<file path="src/hdl/acc_defines.svh">
// Offsets, bit positions and reset values of the comparator control block
`ifndef ACC_DEFINES_SVH
`define ACC_DEFINES_SVH
// ****************************************
// Register byte offsets
// ****************************************
`define ACC_OFF_CONV_CTRL_B   4'h0
`define ACC_OFF_COMP_CTRL     4'h4
`define ACC_OFF_DIG_IN_OFF    4'h8
// ****************************************
// Converter control B fields
// ****************************************
`define ACC_BIT_MUX_EN        6
`define ACC_TRIG_MSB          2
`define ACC_CCB_MASK          8'h47
`define ACC_CCB_RESET         8'h00
// ****************************************
// Comparator control and status fields
// ****************************************
`define ACC_BIT_DISABLE       7
`define ACC_BIT_BANDGAP       6
`define ACC_BIT_RESULT        5
`define ACC_BIT_FLAG          4
`define ACC_BIT_IRQ_EN        3
`define ACC_BIT_RESERVED      2
`define ACC_MODE_MSB          1
`define ACC_COMP_RESET        8'h00
// ****************************************
// Digital input disable fields
// ****************************************
`define ACC_BIT_NEG_OFF       1
`define ACC_BIT_POS_OFF       0
`define ACC_DID_MASK          8'h3F
`define ACC_DID_RESET         8'h00
// ****************************************
// Bus responses
// ****************************************
`define ACC_RESP_OKAY         2'h0
`define ACC_RESP_SLVERR       2'h2
`endif

</file>
<file path="src/hdl/acc_pkg.sv">
// Types shared by the comparator control block
package acc_pkg;
  // ****************************************
  // Interrupt trigger modes
  // ****************************************
  typedef enum logic [1:0] {
    ACC_MODE_TOGGLE = 2'h0,
    ACC_MODE_RESV   = 2'h1,
    ACC_MODE_FALL   = 2'h2,
    ACC_MODE_RISE   = 2'h3
  } acc_mode_e;
  // ****************************************
  // Register select from address decode
  // ****************************************
  typedef enum logic [1:0] {
    ACC_SEL_CCB  = 2'h0,
    ACC_SEL_COMP = 2'h1,
    ACC_SEL_DID  = 2'h2,
    ACC_SEL_NONE = 2'h3
  } acc_sel_e;
  // ****************************************
  // Controls toward the analog core
  // ****************************************
  typedef struct packed {
    logic       comparator_disable;
    logic       bandgap_select;
    logic       negative_mux_active;
    logic [1:0] channel_select;
  } acc_analog_ctrl_s;
endpackage

</file>
<file path="src/hdl/acc_top.sv">
// Comparator control, event detection and AXI4-Lite register slave
`timescale 1ns/10ps
`include "acc_defines.svh"
module acc_top
  import acc_pkg::*;
#(
  parameter int ADDR_W = 4
) (
  input  wire logic              clk_i,
  input  wire logic              rst_n_i,
  // AXI4-Lite write address
  input  wire logic [ADDR_W-1:0] s_axi_awaddr_i,
  input  wire logic              s_axi_awvalid_i,
  output logic                   s_axi_awready_o,
  // AXI4-Lite write data
  input  wire logic [31:0]       s_axi_wdata_i,
  input  wire logic [3:0]        s_axi_wstrb_i,
  input  wire logic              s_axi_wvalid_i,
  output logic                   s_axi_wready_o,
  // AXI4-Lite write response
  output logic [1:0]             s_axi_bresp_o,
  output logic                   s_axi_bvalid_o,
  input  wire logic              s_axi_bready_i,
  // AXI4-Lite read address
  input  wire logic [ADDR_W-1:0] s_axi_araddr_i,
  input  wire logic              s_axi_arvalid_i,
  output logic                   s_axi_arready_o,
  // AXI4-Lite read data
  output logic [31:0]            s_axi_rdata_o,
  output logic [1:0]             s_axi_rresp_o,
  output logic                   s_axi_rvalid_o,
  input  wire logic              s_axi_rready_i,
  // Analog side and neighbours
  input  wire logic              comp_raw_i,
  input  wire logic [1:0]        pin_level_i,
  input  wire logic              converter_enable_i,
  input  wire logic [1:0]        channel_select_i,
  input  wire logic              global_irq_enable_i,
  input  wire logic              irq_vector_ack_i,
  output acc_analog_ctrl_s       analog_ctrl_o,
  output logic [2:0]             trigger_select_o,
  output logic [5:0]             input_off_o,
  output logic [1:0]             pin_read_o,
  output logic                   irq_o
);

  // ****************************************
  // Declarations
  // ****************************************
  logic [7:0]        conv_ctrl_b;     // Converter control B
  logic              comp_disable;    // Comparator power off
  logic              bandgap_sel;     // Positive input from reference
  logic              irq_enable;      // Comparator interrupt enable
  acc_mode_e         irq_mode;        // Trigger mode
  logic              irq_flag;        // Sticky comparator event
  logic [7:0]        dig_in_off;      // Digital input disables
  logic              comp_meta;       // Synchroniser first stage
  logic              comp_result;     // Synchronised result
  logic              comp_prev;       // Result one cycle earlier
  logic [1:0]        pin_meta;        // Pin sync first stage
  logic [1:0]        pin_sync;        // Pin sync second stage
  logic              set_event;       // Selected event this cycle
  logic              aw_held;         // Write address captured
  logic              w_held;          // Write data captured
  logic [3:0]        aw_addr;         // Captured write address
  logic [31:0]       w_data;          // Captured write data
  logic [3:0]        w_strb;          // Captured strobes
  logic              wr_fire;         // Write performed this cycle
  logic              wr_lane0;        // Write reaches low byte
  acc_sel_e          wr_sel;          // Decoded write target
  acc_sel_e          rd_sel;          // Decoded read target
  logic [7:0]        comp_status;     // Read view of control/status
  logic [7:0]        rd_byte;         // Selected read byte
  logic              flag_w1c;        // Software writes one to flag

  // ****************************************
  // Helper functions
  // ****************************************
  // Address decode, shared by both channels
  function automatic acc_sel_e acc_decode(input logic [3:0] addr);
    case (addr)
      `ACC_OFF_CONV_CTRL_B: acc_decode = ACC_SEL_CCB;
      `ACC_OFF_COMP_CTRL:   acc_decode = ACC_SEL_COMP;
      `ACC_OFF_DIG_IN_OFF:  acc_decode = ACC_SEL_DID;
      default:              acc_decode = ACC_SEL_NONE;
    endcase
  endfunction

  // ****************************************
  // Comparator synchroniser
  // ****************************************
  // Two-stage result sync
  always_ff @(posedge clk_i) begin
    if (!rst_n_i) begin
      comp_meta   <= 1'b0;
      comp_result <= 1'b0;
    end else begin
      comp_meta   <= comp_raw_i;
      comp_result <= comp_meta;
    end
  end

  always_ff @(posedge clk_i) begin
    if (!rst_n_i) begin
      comp_prev <= 1'b0;
    end else begin
      comp_prev <= comp_result;
    end
  end

  // ****************************************
  // Event selection
  // ****************************************
  // Reserved mode is kept out so stray settings stay quiet
  always_comb begin
    case (irq_mode)
      ACC_MODE_TOGGLE: set_event = comp_result ^ comp_prev;
      ACC_MODE_FALL:   set_event = comp_prev & ~comp_result;
      ACC_MODE_RISE:   set_event = comp_result & ~comp_prev;
      default:         set_event = 1'b0;
    endcase
  end

  // ****************************************
  // Register bus: write side
  // ****************************************
  // Ready drops while a captured item or a response is pending
  assign s_axi_awready_o = ~aw_held & ~s_axi_bvalid_o;
  assign s_axi_wready_o  = ~w_held & ~s_axi_bvalid_o;
  assign wr_fire  = aw_held & w_held & ~s_axi_bvalid_o;
  assign wr_sel   = acc_decode(aw_addr);
  assign wr_lane0 = wr_fire & w_strb[0];

  // Address capture, independent of data
  always_ff @(posedge clk_i) begin
    if (!rst_n_i) begin
      aw_held <= 1'b0;
      aw_addr <= 4'h0;
    end else if (s_axi_awvalid_i && s_axi_awready_o) begin
      aw_held <= 1'b1;
      aw_addr <= 4'(s_axi_awaddr_i);
    end else if (wr_fire) begin
      aw_held <= 1'b0;
    end
  end

  // Data capture, independent of address
  always_ff @(posedge clk_i) begin
    if (!rst_n_i) begin
      w_held <= 1'b0;
      w_data <= 32'h0000_0000;
      w_strb <= 4'h0;
    end else if (s_axi_wvalid_i && s_axi_wready_o) begin
      w_held <= 1'b1;
      w_data <= s_axi_wdata_i;
      w_strb <= s_axi_wstrb_i;
    end else if (wr_fire) begin
      w_held <= 1'b0;
    end
  end

  // Write response; unmapped offsets answer with an error
  always_ff @(posedge clk_i) begin
    if (!rst_n_i) begin
      s_axi_bvalid_o <= 1'b0;
      s_axi_bresp_o  <= `ACC_RESP_OKAY;
    end else if (wr_fire) begin
      s_axi_bvalid_o <= 1'b1;
      s_axi_bresp_o  <= (wr_sel == ACC_SEL_NONE) ?
                        `ACC_RESP_SLVERR : `ACC_RESP_OKAY;
    end else if (s_axi_bready_i) begin
      s_axi_bvalid_o <= 1'b0;
    end
  end

  // ****************************************
  // Control registers
  // ****************************************
  // Mux enable and trigger field
  always_ff @(posedge clk_i) begin
    if (!rst_n_i) begin
      conv_ctrl_b <= `ACC_CCB_RESET;
    end else if (wr_lane0 && wr_sel == ACC_SEL_CCB) begin
      conv_ctrl_b <= w_data[7:0] & `ACC_CCB_MASK;
    end
  end

  // Comparator control fields; enable and mode ordering is up
  // to software, the logic does not police it
  always_ff @(posedge clk_i) begin
    if (!rst_n_i) begin
      comp_disable <= 1'(`ACC_COMP_RESET >> `ACC_BIT_DISABLE);
      bandgap_sel  <= 1'b0;
      irq_enable   <= 1'b0;
      irq_mode     <= ACC_MODE_TOGGLE;
    end else if (wr_lane0 && wr_sel == ACC_SEL_COMP) begin
      comp_disable <= w_data[`ACC_BIT_DISABLE];
      bandgap_sel  <= w_data[`ACC_BIT_BANDGAP];
      irq_enable   <= w_data[`ACC_BIT_IRQ_EN];
      irq_mode     <= acc_mode_e'(w_data[`ACC_MODE_MSB:0]);
    end
  end

  // Digital input disable register
  always_ff @(posedge clk_i) begin
    if (!rst_n_i) begin
      dig_in_off <= `ACC_DID_RESET;
    end else if (wr_lane0 && wr_sel == ACC_SEL_DID) begin
      dig_in_off <= w_data[7:0] & `ACC_DID_MASK;
    end
  end

  // ****************************************
  // Interrupt flag
  // ****************************************
  assign flag_w1c = wr_lane0 && wr_sel == ACC_SEL_COMP &&
                    w_data[`ACC_BIT_FLAG];

  // A new event wins over a clear in the same cycle
  always_ff @(posedge clk_i) begin
    if (!rst_n_i) begin
      irq_flag <= 1'b0;
    end else if (set_event) begin
      irq_flag <= 1'b1;
    end else if (irq_vector_ack_i || flag_w1c) begin
      irq_flag <= 1'b0;
    end
  end

  assign irq_o = irq_flag & irq_enable & global_irq_enable_i;

  // ****************************************
  // Register bus: read side
  // ****************************************
  assign s_axi_arready_o = ~s_axi_rvalid_o;
  assign rd_sel          = acc_decode(4'(s_axi_araddr_i));

  always_comb begin
    comp_status = 8'h00;
    comp_status[`ACC_BIT_DISABLE] = comp_disable;
    comp_status[`ACC_BIT_BANDGAP] = bandgap_sel;
    comp_status[`ACC_BIT_RESULT]  = comp_result;
    comp_status[`ACC_BIT_FLAG]    = irq_flag;
    comp_status[`ACC_BIT_IRQ_EN]  = irq_enable;
    comp_status[`ACC_MODE_MSB:0]  = irq_mode;
  end

  // Read multiplexer
  always_comb begin
    case (rd_sel)
      ACC_SEL_CCB:  rd_byte = conv_ctrl_b;
      ACC_SEL_COMP: rd_byte = comp_status;
      ACC_SEL_DID:  rd_byte = dig_in_off;
      default:      rd_byte = 8'h00;
    endcase
  end

  // Read data held until the master takes it
  always_ff @(posedge clk_i) begin
    if (!rst_n_i) begin
      s_axi_rvalid_o <= 1'b0;
      s_axi_rdata_o  <= 32'h0000_0000;
      s_axi_rresp_o  <= `ACC_RESP_OKAY;
    end else if (s_axi_arvalid_i && s_axi_arready_o) begin
      s_axi_rvalid_o <= 1'b1;
      s_axi_rdata_o  <= {24'h00_0000, rd_byte};
      s_axi_rresp_o  <= (rd_sel == ACC_SEL_NONE) ?
                        `ACC_RESP_SLVERR : `ACC_RESP_OKAY;
    end else if (s_axi_rready_i) begin
      s_axi_rvalid_o <= 1'b0;
    end
  end

  // ****************************************
  // Analog controls and pin reads
  // ****************************************
  // Bandgap routing
  assign analog_ctrl_o.bandgap_select     = bandgap_sel;
  assign analog_ctrl_o.comparator_disable = comp_disable;
  assign analog_ctrl_o.negative_mux_active =
    conv_ctrl_b[`ACC_BIT_MUX_EN] & ~converter_enable_i;
  assign analog_ctrl_o.channel_select =
    analog_ctrl_o.negative_mux_active ? channel_select_i : 2'h0;
  assign trigger_select_o = conv_ctrl_b[`ACC_TRIG_MSB:0];
  assign input_off_o      = dig_in_off[5:0];

  // Pin levels are asynchronous, so two stages first
  always_ff @(posedge clk_i) begin
    if (!rst_n_i) begin
      pin_meta <= 2'h0;
      pin_sync <= 2'h0;
    end else begin
      pin_meta <= pin_level_i;
      pin_sync <= pin_meta;
    end
  end

  always_ff @(posedge clk_i) begin
    if (!rst_n_i) begin
      pin_read_o <= 2'h0;
    end else begin
      pin_read_o <= pin_sync & ~dig_in_off[`ACC_BIT_NEG_OFF:0];
    end
  end
endmodule // acc_top

</file>
<file path="config.mk">
export PLATFORM = sky130hd
export DESIGN_NAME = acc_top
export DESIGN_NICKNAME = d
export VERILOG_FILES = /design/src/hdl/acc_pkg.sv /design/src/hdl/acc_top.sv
export VERILOG_INCLUDE_DIRS = /design/src /design/src/hdl
export SDC_FILE = /design/constraint.sdc
export NUM_CORES = 1
export LEC_CHECK = 0
export ABC_AREA = 1
export BUFFER_PORTS_ARGS = -buffer_cell sky130_fd_sc_hd__buf_4
export CAP_MARGIN = 20
export CORE_MARGIN = 2
export CORE_UTILIZATION = 49
export CTS_CLUSTER_SIZE = 16
export DETAILED_ROUTE_END_ITERATION = 12
export PLACE_DENSITY_LB_ADDON = 0.12
export SYNTH_ARGS = -nofsm -noshare
export SYNTH_HDL_FRONTEND = slang
export SYNTH_SLANG_ARGS = --single-unit
</file>
<file path="constraint.sdc">
create_clock -name clk_i -period 1.9 [get_ports clk_i]
set_input_delay 0.475 -clock clk_i [delete_from_list [all_inputs] [get_ports clk_i]]
set_output_delay 0.475 -clock clk_i [all_outputs]
set_load 0.05 [all_outputs]
</file>
==> metrics.md <==
| Metric | Value |
|---|---|
| Routed wire length | ~4500 um |
| # IOs | 117 |
| CTS resizes | 0 |
| Seq/Total Area, Yosys | roughly 46% |
| Initial Util | 51.81% |
| Initial antenna violation count | 0 |
| Critical Path AT | 1.16 ns |
| Util after Layout | 62.53% |
| CTS clk-pin slew, worst paths | 0.09 ns |
| Core area | around 4400 um2 |
| Crit-path leading delay family | flip-flops |
| GRT Total Usage | roughly 18% |
| Multi-input logic area | a little under 1000 um2 |
| VDD IR max | 0.6065 mV |
| DRC violations left | 0 |
| Mapped Area | 2287 um2 |
| Final Cycle Share | between 80% and 90% |
| Total CTS buffers | 5 |
| Fill cell count | about 450 |
| First-pass GRT wire length | roughly 7400 um |
| Yosys top cell by area | dfxtp_1 |
| Clk sinks | 52 |
| Synth unique cells | 23 |
| DRT iter0 DRCs | between 50 and 60 |
| Crit-path cells | inv_1 -> nor3b_2 -> buf_4 |
| Max Cap Viol | 0 |
| Leakage power | 1.326 nW |
| Die footprint | approximately 5200 um2 |
| CP Capture Type | output port |
| Unrepaired setup endpoints after global routing | no |
| N_diodes | 0 |
| Layout area overhead | 20.68% |
| Synth Area per Inst | around 7.5 um2 |
| Critical path type | register to output port |
| Hold Crit Class | input port to register |
| Post-CTS setup buffers | 0 |
| DRT Pass-1 Iters | 4 |
| F_max | 613.5 MHz |
| Global route total overflow | 0 |
| Vias per cell | about 4.7 |
| Status | finished clean |
| Reg-to-reg critical path startpoint | s_axi_bvalid_o$_SDFFE_PN0P_ |
| Hold Crit Depth | 3 |
| # placed instances | approximately 400 |
| CP max FO | 3 |
| HPWL after DPL | between 3000 and 4000 um |
| Cell Count, Final, Fillers Out | ~420 |
| CTS root buffer | clkbuf_8 |
| Clock tree buffer depth | 2 |
| Pin count of the biggest net entering global routing | 43 |
| TritonCTS clock tree | done |
| Critical Path Slowest Stage Cell | dfxtp_1 |
| Die X | around 72 um |
| Largest cells by area after synthesis | dfxtp_1 (46%), buf_4 (11%), nor2_1 (10%) |
| Critical Path Start Type | register |
| Vias | just under 2000 |
| Final nets | roughly 430 |
| Overall Power | between 2 and 2.5 mW |
| Final setup margin | approximately 0.27 ns |
| Layout cells sized above 1 | between 20% and 30% |
| Row count | 24 |
| DR WL/cell | ~11 um |
| Synth Warn # | 0 |
| Dpl ws | between 0.4 and 0.5 ns |
| Register Area | about 1000 um2 |
| Fin crit period | 1.630 ns |
| Fin. max-slew vios | 0 |
| Fin. Hold Viols | 0 |
| Hold EP | pin_meta[1]$_SDFF_PN0_ |
| Power Density | approximately 800 nW/um2 |
| H-Tree Depth | 2 |
| R2r endpoint | conv_ctrl_b[6]$_SDFFE_PN0P_ |
| Worst Path Buf+Inv | 2 |
| Clock insertion delay at the later pin of the skew report | about 0.30 ns |
| Share of the synthesized area in the top cell type | 45.51% |
| Die height | 72.32 um |
| Mapped Cells | roughly 310 |
| I/O Buffers | 63 |
| Flops & latches, synth | 52 |
| ANT nets after route | 0 |
| CTS Hold Buffers Added | 0 |
| Worst R2R Path Depth | 8 |
| Vias in the first global route | 1671 |
| CP required | roughly 1.4 ns |
| Max Clock Skew | 0.01221 ns |
| FF-to-FF setup slack | approximately 0.61 ns |
| Worst Min Path Start | pin_level_i[1] |
| Largest stage delay on the critical path | between 0.3 and 0.4 ns |
| Final setup violation count | 0 |
| GP Congestion | a little under 0.8 |
==> cell usage in the layout, fill, tap and decap left out <==
| cell type | count |
|---|---|
| buf_4 | 64 |
| nor2_1 | 60 |
| dfxtp_1 | 52 |
| nand2_1 | 37 |
| o21ai_0 | 32 |
| conb_1 | 26 |
| inv_1 | 24 |
| nand3_1 | 21 |
| a21oi_1 | 19 |
| clkbuf_8 | 5 |
| nor2_2 | 4 |
| inv_2 | 3 |
| nor3b_2 | 2 |
| nand3_2 | 2 |
| nor2_4 | 2 |
| clkinv_2 | 2 |
| nand2_2 | 2 |
| ha_1 | 2 |
| and3_1 | 1 |
| nor3_1 | 1 |
| a31oi_1 | 1 |
| o21a_1 | 1 |
| inv_6 | 1 |
| clkinvlp_4 | 1 |
==> how the worst max path moves through the flow <==
stage          cells after the start                endpoint  slack [ns]                   startpoint
2_1_floorplan                      5  w_data[0]$_SDFFE_PN0P_      -0.008  s_axi_bvalid_o$_SDFFE_PN0P_
6_report                           3        analog_ctrl_o[1]        0.27  conv_ctrl_b[6]$_SDFFE_PN0P_
3_3_place_gp                       3        analog_ctrl_o[0]        0.46           converter_enable_i
4_1_cts                            3        analog_ctrl_o[1]        0.25  conv_ctrl_b[6]$_SDFFE_PN0P_
5_1_grt                            3        analog_ctrl_o[1]        0.22  conv_ctrl_b[6]$_SDFFE_PN0P_
3_5_place_dp                       3        analog_ctrl_o[1]        0.43           converter_enable_i
==> worst min-delay path, stage by stage <==
cell and delay [ns]:
buf_4 0.08, nand2_1 0.04, inv_1 0.04
==> cell usage after synthesis <==
library cell,number
a21oi_1,19
a31oi_1,1
and3_1,1
buf_2,2
buf_4,32
clkbuf_1,5
clkinv_2,1
conb_1,1
dfxtp_1,52
ha_1,2
inv_1,24
inv_2,3
nand2_1,37
nand2_2,2
nand3_1,21
nand3_2,2
nor2_1,61
nor2_2,3
nor2_4,2
nor3_1,1
nor3b_1,2
o21a_1,1
o21ai_0,32
==> state kept, by name, summed over array words and instances, names as in the netlist, 4 cells and up <==
name           count
conv_ctrl_b        4
s_axi_rdata_o      8
aw_addr            4
dig_in_off         6
w_data             8
==> routing by layer <==
layer | vias up | wire (um) | track usage, %
li1 | 1028 | - | -
met1 | 847 | 2026 | 23.07
met2 | 61 | 2071 | 28.54
met3 | 9 | 308 | 5.278
met4 | 0 | 83 | 7.338
met5 | - | 0 | 0
==> power by group <==
| group | switching, mW | leakage, nW | internal [mW] |
|---|---|---|---|
| sequential | 0.0321 | 0.425 | 1.14 |
| combinational | 0.287 | 0.856 | 0.107 |
| clock | 0.372 | 0.0445 | 0.262 |
| total | 0.691 | 1.33 | 1.51 |
==> final cells by class <==
class	instances	share of cell area, %
clock buffers	5	2.493
multi-input cells	213	35.40
flip-flops and latches	52	37.72
well taps	52	2.357
clock inverters	3	0.7706
repair buffers	64	17.41
inverters	28	3.853
==> cell families after synthesis <==
family	Yosys count	synth area share, %
buf+inv	67	16.41
flops	52	45.51
simple gates	132	25.05
compound gates	53	11.76
fa+ha+maj	2	1.094
other cells	1	0.1640
==> per-stage QoR <==
step           TNS (ns)  instance area, um2  hold WS (ns)
6_report              0                2760        0.3481
5_1_grt               0                2760        0.3456
4_1_cts               0                2760        0.3357
3_5_place_dp          0                2670        0.3985
3_3_place_gp          0                2670        0.3923
2_1_floorplan  -0.06789                2394        0.3864
(Power assumes the default switching activity.)
